===== src/common/charge_counter_pkg.sv =====
/*
 * Constants and carrier types for the charge accumulator counter.
 * Assumes the serial port engine presents register accesses as
 * one-cycle read or write requests on the core clock.
 */
package charge_counter_pkg;

    // Register offsets as seen through the serial port
    localparam logic [7:0] ALERT_ENABLE_OFFS = 8'h0d;
    localparam logic [7:0] LOW_LIMIT_OFFS = 8'h10;
    localparam logic [7:0] HIGH_LIMIT_OFFS = 8'h11;
    localparam logic [7:0] PRESCALE_OFFS = 8'h12;
    localparam logic [7:0] ACCUM_OFFS = 8'h13;
    localparam logic [7:0] CONFIG_OFFS = 8'h14;
    localparam logic [7:0] ALERT_FLAG_OFFS = 8'h1f;

    // Field positions
    localparam int unsigned LOW_ALERT_EN_BIT = 13;
    localparam int unsigned HIGH_ALERT_EN_BIT = 12;
    localparam int unsigned COUNT_EN_BIT = 2;
    localparam int unsigned LOW_FLAG_BIT = 1;
    localparam int unsigned HIGH_FLAG_BIT = 0;

    // Values after reset
    localparam logic [15:0] PRESCALE_RESET = 16'h0200;
    localparam logic [15:0] LOW_LIMIT_RESET = 16'h0000;
    localparam logic [15:0] HIGH_LIMIT_RESET = 16'hffff;
    localparam logic [15:0] ACCUM_RESET = 16'h0000;
    localparam logic ENABLE_RESET = 1'b0;

    // Saturation bounds of the accumulator
    localparam logic [15:0] ACCUM_MAX = 16'hffff;
    localparam logic [15:0] ACCUM_MIN = 16'h0000;

    // One register access from the serial port engine
    typedef struct packed {
        logic wr;
        logic rd;
        logic [7:0] addr;
        logic [15:0] wdata;
    } reg_req_t;

    // Front-end levels, raw or filtered: tick, switch state, ramp direction
    typedef struct packed {
        logic tick;
        logic sw;
        logic ramp;
    } front_lvl_t;

endpackage : charge_counter_pkg


===== src/hdl/charge_accumulator_counter.sv =====
/*
 * Charge accumulator counter: front-end tick filtering, prescaler,
 * saturating 16-bit accumulator, limit alerts and register file.
 * Assumes the serial port engine outside decodes the bus protocol and
 * hands over single-cycle requests; front-end pins are asynchronous.
 */
`timescale 1ns/1ps
module charge_accumulator_counter
    import charge_counter_pkg::*;
(
    input wire logic CORE_CLK_I,
    input wire logic SRST_I,
    input wire logic TICK_I,
    input wire logic SWITCH_STATE_I,
    input wire logic RAMP_DIR_I,
    input wire reg_req_t REG_REQ_I,
    output logic [15:0] REG_RDATA_O,
    output logic REG_RVALID_O,
    output logic SMBALERT_N_O,
    output logic HIGH_LIMIT_ALERT_FLAG_O,
    output logic LOW_LIMIT_ALERT_FLAG_O
);

    // Three-stage pin synchronisers, one bit per front-end input
    front_lvl_t sync1_r;
    front_lvl_t sync2_r;
    front_lvl_t sync3_r;
    front_lvl_t lvl_r;
    front_lvl_t lvl_nxt;
    front_lvl_t pins;

    logic count_en_r;
    logic low_alert_enable_r;
    logic high_alert_enable_r;
    logic [15:0] low_limit_r;
    logic [15:0] high_limit_r;
    logic [15:0] presc_factor_r;
    logic [15:0] presc_cnt_r;
    logic [15:0] presc_cnt_nxt;
    logic [15:0] acc_r;
    logic [15:0] acc_nxt;
    logic high_flag_r;
    logic high_flag_nxt;
    logic low_flag_r;
    logic low_flag_nxt;
    logic smbalert_n_r;
    logic [15:0] rdata_r;
    logic rvalid_r;

    assign pins = '{tick: TICK_I, sw: SWITCH_STATE_I, ramp: RAMP_DIR_I};

    // A level is taken only when stages two and three agree
    wire front_lvl_t agree = ~(sync2_r ^ sync3_r);
    assign lvl_nxt = (agree & sync2_r) | (~agree & lvl_r);

    wire tick_pulse = lvl_nxt.tick & ~lvl_r.tick;
    // Switch state and ramp direction together give the polarity
    wire tick_up = lvl_r.sw ^ lvl_r.ramp;
    wire step = tick_pulse & count_en_r;

    // Register decode
    wire wr_alert_en = REG_REQ_I.wr && REG_REQ_I.addr == ALERT_ENABLE_OFFS;
    wire wr_low_lim = REG_REQ_I.wr && REG_REQ_I.addr == LOW_LIMIT_OFFS;
    wire wr_high_lim = REG_REQ_I.wr && REG_REQ_I.addr == HIGH_LIMIT_OFFS;
    wire wr_presc = REG_REQ_I.wr && REG_REQ_I.addr == PRESCALE_OFFS;
    wire wr_acc = REG_REQ_I.wr && REG_REQ_I.addr == ACCUM_OFFS;
    wire wr_cfg = REG_REQ_I.wr && REG_REQ_I.addr == CONFIG_OFFS;
    wire wr_flag = REG_REQ_I.wr && REG_REQ_I.addr == ALERT_FLAG_OFFS;

    // A factor of zero would stall the prescaler, so it acts as one
    wire [15:0] presc_top = (presc_factor_r == 16'h0000) ? 16'h0000 :
        presc_factor_r - 16'h0001;
    wire overflow = step & tick_up & (presc_cnt_r >= presc_top);
    wire underflow = step & ~tick_up & (presc_cnt_r == 16'h0000);

    always_comb
    begin
        presc_cnt_nxt = presc_cnt_r;
        if (overflow)
        begin
            presc_cnt_nxt = 16'h0000;
        end
        else if (underflow)
        begin
            presc_cnt_nxt = presc_top;
        end
        else if (step)
        begin
            presc_cnt_nxt = tick_up ? presc_cnt_r + 16'h0001 :
                presc_cnt_r - 16'h0001;
        end
    end

    // Host write wins over a same-cycle tick so a calibration value sticks
    always_comb
    begin
        acc_nxt = acc_r;
        if (wr_acc)
        begin
            acc_nxt = REG_REQ_I.wdata;
        end
        else if (overflow && acc_r != ACCUM_MAX)
        begin
            acc_nxt = acc_r + 16'h0001;
        end
        else if (underflow && acc_r != ACCUM_MIN)
        begin
            acc_nxt = acc_r - 16'h0001;
        end
    end

    wire high_hit = high_alert_enable_r && acc_r > high_limit_r;
    wire low_hit = low_alert_enable_r && acc_r < low_limit_r;
    wire high_clr = wr_flag && REG_REQ_I.wdata[HIGH_FLAG_BIT];
    wire low_clr = wr_flag && REG_REQ_I.wdata[LOW_FLAG_BIT];
    // Set wins over a clear in the same cycle
    assign high_flag_nxt = high_hit | (high_flag_r & ~high_clr);
    assign low_flag_nxt = low_hit | (low_flag_r & ~low_clr);

    wire [15:0] rd_mux =
        (REG_REQ_I.addr == ALERT_ENABLE_OFFS) ?
            16'(({15'h0000, low_alert_enable_r} << LOW_ALERT_EN_BIT) |
                ({15'h0000, high_alert_enable_r} << HIGH_ALERT_EN_BIT)) :
        (REG_REQ_I.addr == LOW_LIMIT_OFFS) ? low_limit_r :
        (REG_REQ_I.addr == HIGH_LIMIT_OFFS) ? high_limit_r :
        (REG_REQ_I.addr == PRESCALE_OFFS) ? presc_factor_r :
        (REG_REQ_I.addr == ACCUM_OFFS) ? acc_r :
        (REG_REQ_I.addr == CONFIG_OFFS) ?
            16'({15'h0000, count_en_r} << COUNT_EN_BIT) :
        (REG_REQ_I.addr == ALERT_FLAG_OFFS) ?
            16'(({15'h0000, low_flag_r} << LOW_FLAG_BIT) |
                ({15'h0000, high_flag_r} << HIGH_FLAG_BIT)) :
        16'h0000;

    always_ff @(posedge CORE_CLK_I)
    begin
        sync1_r <= pins;
        sync2_r <= sync1_r;
        sync3_r <= sync2_r;
    end

    always_ff @(posedge CORE_CLK_I)
    begin
        if (SRST_I)
        begin
            lvl_r <= '0;
            presc_cnt_r <= 16'h0000;
            acc_r <= ACCUM_RESET;
        end
        else
        begin
            lvl_r <= lvl_nxt;
            presc_cnt_r <= presc_cnt_nxt;
            acc_r <= acc_nxt;
        end
    end

    always_ff @(posedge CORE_CLK_I)
    begin
        if (SRST_I)
        begin
            count_en_r <= ENABLE_RESET;
            low_alert_enable_r <= ENABLE_RESET;
            high_alert_enable_r <= ENABLE_RESET;
        end
        else
        begin
            if (wr_cfg)
            begin
                count_en_r <= REG_REQ_I.wdata[COUNT_EN_BIT];
            end
            if (wr_alert_en)
            begin
                low_alert_enable_r <= REG_REQ_I.wdata[LOW_ALERT_EN_BIT];
                high_alert_enable_r <= REG_REQ_I.wdata[HIGH_ALERT_EN_BIT];
            end
        end
    end

    always_ff @(posedge CORE_CLK_I)
    begin
        if (SRST_I)
        begin
            low_limit_r <= LOW_LIMIT_RESET;
            high_limit_r <= HIGH_LIMIT_RESET;
            presc_factor_r <= PRESCALE_RESET;
        end
        else
        begin
            if (wr_low_lim)
            begin
                low_limit_r <= REG_REQ_I.wdata;
            end
            if (wr_high_lim)
            begin
                high_limit_r <= REG_REQ_I.wdata;
            end
            if (wr_presc)
            begin
                presc_factor_r <= REG_REQ_I.wdata;
            end
        end
    end

    always_ff @(posedge CORE_CLK_I)
    begin
        if (SRST_I)
        begin
            high_flag_r <= 1'b0;
            low_flag_r <= 1'b0;
            smbalert_n_r <= 1'b1;
            rdata_r <= 16'h0000;
            rvalid_r <= 1'b0;
        end
        else
        begin
            high_flag_r <= high_flag_nxt;
            low_flag_r <= low_flag_nxt;
            smbalert_n_r <= ~(high_flag_nxt | low_flag_nxt);
            rvalid_r <= REG_REQ_I.rd;
            if (REG_REQ_I.rd)
            begin
                rdata_r <= rd_mux;
            end
        end
    end

    assign REG_RDATA_O = rdata_r;
    assign REG_RVALID_O = rvalid_r;
    assign SMBALERT_N_O = smbalert_n_r;
    assign HIGH_LIMIT_ALERT_FLAG_O = high_flag_r;
    assign LOW_LIMIT_ALERT_FLAG_O = low_flag_r;

    property p_hold_when_disabled;
        @(posedge CORE_CLK_I) disable iff (SRST_I)
        (!count_en_r && !wr_acc) |=> acc_r == $past(acc_r)
            && presc_cnt_r == $past(presc_cnt_r);
    endproperty
    a_hold_when_disabled: assert property (p_hold_when_disabled)
        else $error("count or prescaler moved while disabled");

    property p_disabled_after_reset;
        @(posedge CORE_CLK_I)
        SRST_I |=> !count_en_r;
    endproperty
    a_disabled_after_reset: assert property (p_disabled_after_reset)
        else $error("counter enabled after reset");

    property p_prescale_reset;
        @(posedge CORE_CLK_I)
        $fell(SRST_I) |-> presc_factor_r == PRESCALE_RESET;
    endproperty
    a_prescale_reset: assert property (p_prescale_reset)
        else $error("prescale factor not 512 after reset");

    property p_high_flag_needs_enable;
        @(posedge CORE_CLK_I) disable iff (SRST_I)
        $rose(high_flag_r) |-> $past(high_alert_enable_r)
            && $past(acc_r) > $past(high_limit_r);
    endproperty
    a_high_flag_needs_enable: assert property (p_high_flag_needs_enable)
        else $error("high flag set without enable or excess");

    property p_low_sets;
        @(posedge CORE_CLK_I) disable iff (SRST_I)
        (low_alert_enable_r && acc_r < low_limit_r) |=> low_flag_r
            && !SMBALERT_N_O;
    endproperty
    a_low_sets: assert property (p_low_sets)
        else $error("low limit alert not raised");

    property p_alert_line;
        @(posedge CORE_CLK_I) disable iff (SRST_I)
        (high_flag_r || low_flag_r) |-> !SMBALERT_N_O;
    endproperty
    a_alert_line: assert property (p_alert_line)
        else $error("alert line idle while a flag is set");

    property p_acc_write;
        @(posedge CORE_CLK_I) disable iff (SRST_I)
        wr_acc |=> acc_r == $past(REG_REQ_I.wdata);
    endproperty
    a_acc_write: assert property (p_acc_write)
        else $error("accumulator write lost");

    property p_overflow_inc;
        @(posedge CORE_CLK_I) disable iff (SRST_I)
        (overflow && !wr_acc && acc_r != ACCUM_MAX)
            |=> acc_r == $past(acc_r) + 16'h0001;
    endproperty
    a_overflow_inc: assert property (p_overflow_inc)
        else $error("overflow did not add one count");

    property p_saturate_low;
        @(posedge CORE_CLK_I) disable iff (SRST_I)
        (underflow && !wr_acc && acc_r == ACCUM_MIN) |=> acc_r == ACCUM_MIN;
    endproperty
    a_saturate_low: assert property (p_saturate_low)
        else $error("accumulator wrapped below zero");

    property p_read_count;
        @(posedge CORE_CLK_I) disable iff (SRST_I)
        (REG_REQ_I.rd && REG_REQ_I.addr == ACCUM_OFFS)
            |=> REG_RVALID_O && REG_RDATA_O == $past(acc_r);
    endproperty
    a_read_count: assert property (p_read_count)
        else $error("count read returned wrong value");

    c_overflow: cover property (@(posedge CORE_CLK_I) overflow);
    c_underflow: cover property (@(posedge CORE_CLK_I) underflow);
    c_high_alert: cover property (@(posedge CORE_CLK_I) $rose(high_flag_r));
    c_low_alert: cover property (@(posedge CORE_CLK_I) $rose(low_flag_r));

endmodule : charge_accumulator_counter


===== config.mk =====
export PLATFORM = sky130hd
export DESIGN_NAME = charge_accumulator_counter
export DESIGN_NICKNAME = d
export VERILOG_FILES = /design/src/common/charge_counter_pkg.sv /design/src/hdl/charge_accumulator_counter.sv
export SDC_FILE = /design/constraint.sdc
export NUM_CORES = 1
export LEC_CHECK = 0
export BUFFER_PORTS_ARGS = -buffer_cell sky130_fd_sc_hd__buf_2
export CAP_MARGIN = 10
export CORE_MARGIN = 2
export CORE_UTILIZATION = 60
export DETAILED_ROUTE_END_ITERATION = 6
export PLACE_DENSITY = 0.75
export SETUP_SLACK_MARGIN = 0.15
export SYNTH_ARGS = -nofsm -noshare
export SYNTH_HDL_FRONTEND = slang
export SYNTH_SLANG_ARGS = --single-unit

===== constraint.sdc =====
create_clock -name CORE_CLK_I -period 5.6 [get_ports CORE_CLK_I]
set_input_delay 0 -clock CORE_CLK_I [delete_from_list [all_inputs] [get_ports CORE_CLK_I]]
set_output_delay 0 -clock CORE_CLK_I [all_outputs]
set_load 0.005 [all_outputs]

# --- Word level (Yosys, flattened, before mapping) ---
# Index checks and enable logic that the tools add are counted.
totals:
  wordCells: 99
  input_bits: 31
  register_bits: 115
classes:
  bitwise_logic: 25
  n_addsub: 5
  n_eq_ne: 8
  n_reduce_logical: 19
  mux: 14
  n_lt_le_gt_ge: 3
op_table:
  columns: ["op", "count"]
  rows:
  - ["16-bit two-way mux", 12]
  - ["8-bit by 5-bit equality test with 1-bit output (second input constant)", 6]
  - ["16-bit by 1-bit subtractor with 16-bit output (second input constant)", 3]
  - ["16-bit by 1-bit adder with 16-bit output (second input constant)", 2]
  - ["16-bit logical NOT", 2]
  - ["16-bit greater-or-equal comparator", 1]
  - ["16-bit > comparator", 1]
  - ["16-bit < comparator", 1]
  - ["16-bit inequality test (second input constant)", 1]
  - ["16-bit nonzero test", 1]
  - ["14-bit by 13-bit OR with 14-bit output", 1]
  - ["1-bit logical AND", 13]
  - ["1-bit AND", 8]
  - ["8-bit by 4-bit equality test with 1-bit output (second input constant)", 1]
  - ["3-bit AND", 2]
  - ["3-bit inverter", 2]
  - ["1-bit inverter", 5]
  - ["3-bit two-way mux", 1]
  - ["1-bit OR", 3]
  - ["3-bit OR", 1]
  - ["3-bit nonzero test", 1]
  - ["3-bit XOR", 1]
  - ["2-bit two-way mux", 1]
  - ["2-bit by 1-bit OR with 2-bit output", 1]
  - ["3 further kinds", 3]

# --- Longest topological paths before layout ---
depth:
  depth_word: 13
  ltp_mapped: 22
  mapped_depth_nobuf: 22

# --- Worst setup path before layout ---
# OpenSTA, ideal clock, no wires.
synth_path:
  kind: "reg2reg"
  start: "reg presc_factor_r[2]"
  end: "reg acc_r[14]"
  stages_incl_launch_ff: 21
  period_less_slack_ns: 4.825
  n_path_buf: 0
  setup_ns: 0.059
  t_arrival_ns: 4.766
  t_required_ns: 5.541
  setup_slack_ns: 0.775
  path_cell_list: "dfxtp_1 > or3_4 > or3_4 > nor4_2 > xor2_1 > nand2_1 > ha_1 > a21oi_1 > a21boi_1 > nor4_1 > a211oi_2 > inv_1 > ha_1 > nor2b_1 > o21a_1 > o21ai_1 > a211oi_1 > or2_2 > and3_1 > o41ai_1 > a22o_1"
synth_via:
  elab_chain_len: 7
  word_cells_on_any_way: 9
synth_lines:
  columns: ["element", "line", "text"]
  rows:
  - ["start, declared", "charge_accumulator_counter.sv:37", "logic [15:0] presc_factor_r;"]
  - ["start signal, assigned", "charge_accumulator_counter.sv:200", "presc_factor_r <= REG_REQ_I.wdata;"]
  - ["16-bit by 1-bit subtractor with 16-bit output / 16-bit logical NOT (equally long branches)", "charge_accumulator_counter.sv:72, charge_accumulator_counter.sv:71", null]
  - ["16-bit two-way mux (*)", "charge_accumulator_counter.sv:71", "wire [15:0] presc_top = (presc_factor_r == 16'h0000) ? 16'h0000 :"]
  - ["16-bit greater-or-equal comparator (*)", "charge_accumulator_counter.sv:73", "wire overflow = step & tick_up & (presc_cnt_r >= presc_top);"]
  - ["1-bit AND (*)", "charge_accumulator_counter.sv:73", null]
  - ["1-bit logical AND (*)", "charge_accumulator_counter.sv:102", "else if (overflow && acc_r != ACCUM_MAX)"]
  - ["16-bit two-way mux", "charge_accumulator_counter.sv:102", null]
  - ["16-bit two-way mux", "charge_accumulator_counter.sv:98", "if (wr_acc)"]
  - ["end signal, assigned", "charge_accumulator_counter.sv:154", "acc_r <= acc_nxt;"]
  - ["end, declared", "charge_accumulator_counter.sv:40", "logic [15:0] acc_r;"]
# Mark *: on every way between the ends. The rest lies on a longest branch, timed or not.
# A chain may end at the register's enable or synchronous reset.

# --- Worst setup path in the final report ---
# Ends and elaborated chain as after synthesis.

==> flow_summary.json <==
{
  "status": "completed",
  "end_kind": "register",
  "hold_depth": 4,
  "hold_path_class": "primary input to register",
  "r2r_cells": 21,
  "muxShareOfSynthArea_pct": 3.762,
  "core_um2": 12570,
  "synth_flop_cell": "dfxtp_1",
  "grt_pass1_vias": 6678,
  "crit_buf_inv": 2,
  "cp_num_cells": 21,
  "ys_types": 72,
  "synth.cell_area_um2": 7684,
  "min_period_ns": 5.131,
  "syn_avg_cell_area_um2": 8.037,
  "seq_area_um2": 2302,
  "rsz0062_at_grt": "no",
  "p_per_area_nw_per_um2": 234.5,
  "die-area_um2": 13730,
  "num_rows": 41,
  "nets": 1124,
  "wire_per_inst_um": 17.94,
  "wl_met1_um": 9454,
  "dp_cells": 1143,
  "drcViolationCount": 0,
  "post-route-period-util_pct": 91.62,
  "cts-root-buf": "clkbuf_16",
  "wl_met3_um": 1497,
  "tightest_slew_ns": 1.022,
  "fillCellCount": 1048,
  "synth_nets": 1068,
  "worst_setup_path_start_kind": "register",
  "vias": 7188,
  "drive_above_1_share_pct": 12.88,
  "critPathRequiredTime_ns": 5.97,
  "drv_slew": 0,
  "gp_congestion": 0.9206,
  "syn_inst": 956,
  "initial_core_util_pct": 61.13,
  "cp_slowest_cell": "or3_4",
  "antenna_found_initial": 0,
  "cts_sinks": 115,
  "drv_cap": 0,
  "routed-wl-met2_um": 9681,
  "grt_max_degree": 69,
  "critical-path-max-stage-delay_ns": 0.43,
  "setup_violations": 0,
  "die_y_um": 117.2,
  "synth.area.top_cells": "dfxtp_1 30%, ha_1 13%, nand2_1 7.2%",
  "max_slew_margin_pct": 31.51,
  "die_w_um": 117.2,
  "gr-total-overflow": 0,
  "holdWs_ns": 0.01861,
  "n_antenna_cell": 0,
  "fin_skew_ns": 0.005840,
  "cts_buffers": 17,
  "synthArstFlopShare_pct": 0,
  "grt_usage_pct": 32.30,
  "hold_viol": 0,
  "port_buffers": 50,
  "synthXorXnorAreaFrac_pct": 4.315,
  "synth-compound-area-share_pct": 19.87,
  "ys_seq_area_share_pct": 29.96,
  "clk_latency_ns": 0.42,
  "synthAdderAreaFrac_pct": 13.39,
  "crit_path_cell_trace": "or3_4, or3_4, nor4_2, xor2_1, nand2_1, ha_1, a21oi_1, a21boi_1, nor4_2, a211oi_2, buf_4, inv_2, ha_1, nor2b_1, o21a_1, o21ai_1, a211oi_1, or2_2, and3_1, o41ai_1, a22o_1",
  "cts_buffer_depth": 2,
  "synth_edf_count": 0,
  "cp_max_fo": 10,
  "ir_drop_mv": 0.1799,
  "clkTransAtPathRegs_ns": 0.06,
  "syn_to_final_growth_pct": 15.37,
  "critical_path.top_delay_family": "simple AND/OR/NAND/NOR gates",
  "drtPass1Iterations": 5,
  "avgViaCountPerCell": 6.005,
  "pin_count": 51,
  "postRouteAntennaNets": 0,
  "synth_top_family_by_area": "simple AND/OR/NAND/NOR gates",
  "yosys_warnings": 0,
  "cts_tree": "built",
  "crit_arrival_ns": 5.50,
  "dr.max_layer_used": "met4",
  "h-tree-depth": 4,
  "ys_seq_elements": 115,
  "dp_hpwl_um": 15390,
  "worst_slack_ns": 0.4691,
  "stdcell_count": 1197,
  "tns_ns": 0,
  "multi_input_area_um2": 5066,
  "drt_iter0_markers": 703,
  "p_leak_nw": 3.752,
  "yosysTopAreaCell": "dfxtp_1",
  "synth-simple-area-share_pct": 24.21,
  "p_total_mw": 2.079,
  "drt_wl_total_um": 21480,
  "yosysTopAreaCellShare_pct": 29.96,
  "path_class": "register to register",
  "grt_pass1_wl_um": 34030,
  "fmaxAchievable_ghz": 0.1949,
  "post-place-ws_ns": 0.4247
}
-- area by class of cell --
class                   count  area share (%)
flip-flops and latches    115           25.97
multi-input cells         753           57.15
repair buffers             79           5.872
inverters                  46           1.948
clock buffers              17           4.799
well taps                 172           2.428
clock inverters            15           1.835
-- per-layer routing --
layer	up-vias	track usage (%)
met5	-	0
met4	0	15.53
met3	56	5.664
met2	251	50.61
met1	3315	43.28
li1	3566	-
-- flip-flops by register name, summed over array words and instances, names as in the netlist, named ones only --
name,flops
lvl_r,1
low_limit_r,16
acc_r,16
REG_RVALID_O,1
count_en_r,1
low_alert_enable_r,1
sync2_r,3
high_alert_enable_r,1
LOW_LIMIT_ALERT_FLAG_O,1
REG_RDATA_O,16
sync1_r,3
high_limit_r,16
SMBALERT_N_O,1
HIGH_LIMIT_ALERT_FLAG_O,1
presc_factor_r,16
presc_cnt_r,16
sync3_r,3
-- repair_timing --
action                                  4_1_cts  5_1_grt
buffers inserted                              0        1
endpoints found under the setup margin        0        4
hold endpoints to repair                     69        0
hold buffers                                 21        0
gates resized for setup                       0        4
-- where the power goes --
group / switching, mW / internal [mW]
clock network: 0.456 / 0.632
logic: 0.0963 / 0.0643
registers: 0.00480 / 0.825
total: 0.557 / 1.52
-- placed cells by master (no fill, tap or decap), types with 8 or more instances in the layout --
cell,netlist,final
dlygate4sd3_1,0,21
dfxtp_1,115,115
a21oi_1,92,91
nor2b_1,11,11
nand2b_1,23,23
xor2_1,15,15
nand4_1,11,11
o21ai_0,37,37
and3_1,10,10
ha_1,79,79
nor3_1,29,28
inv_1,45,44
nand3_1,41,41
a211oi_1,22,22
o211ai_1,21,21
a21o_1,11,11
buf_2,12,50
a31oi_1,9,9
nor4_1,12,11
nand2_1,147,146
buf_4,0,8
nor2_1,60,60
mux4_2,11,11
clkbuf_16,0,17
xnor2_1,21,21
-- per-stage QoR --
stage | util, % | cell area (um2)
2_1_floorplan | - | 7684
3_3_place_gp | 63.99 | 8043
3_5_place_dp | 63.99 | 8043
4_1_cts | 70.34 | 8841
5_1_grt | 70.53 | 8865
6_report | 70.53 | 8865
-- synthesized netlist by cell type (3+ instances only) --
cell type	count
dfxtp_1	115
xor2_1	15
o21ai_1	5
and4_1	4
nand2b_1	23
o21bai_1	5
or2_2	4
ha_1	79
a211oi_1	22
or3_1	5
a21o_1	11
and3_1	10
mux4_2	11
nor3_1	29
a31oi_1	9
nand4_1	11
buf_2	12
a21oi_1	92
nor2_1	60
inv_1	45
nand3_1	41
o21ai_0	37
nor2b_1	11
xnor2_1	21
a22oi_1	5
nor4_1	12
clkbuf_1	28
or3_4	3
o211ai_1	21
o21a_1	5
nor3b_1	3
mux2i_1	3
nand2_1	147
o31ai_1	4
-- worst reg2reg max path, delay by kind of cell, from the launching register on --
family	cells	cell delay, ns
AO/OA/AOI/OAI	8	1.41
XOR/XNOR	1	0.24
adder cells (fa/ha/maj)	2	0.61
buffers and inverters	2	0.34
flip-flops	1	0.36
AND/OR/NAND/NOR	8	2.12
-- final timing paths --
kind,startpoint,slack [ns],endpoint
worst min register to register,sync1_r[0],0.33,sync2_r[0]
worst max-delay path,presc_factor_r[2],0.47,acc_r[14]
worst max register to register,presc_factor_r[2],0.47,acc_r[14]
worst min-delay path,REG_REQ_I[19],0.02,REG_RDATA_O[15]
-- cells by family after synthesis --
logic type	Yosys count
AO/OA/AOI/OAI	242
buffers and inverters	88
adder cells (fa/ha/maj)	81
AND/OR/NAND/NOR	378
XOR/XNOR	37
multiplexers	15
flip-flops	115
No activity file was read; power rests on OpenSTA's default activity.
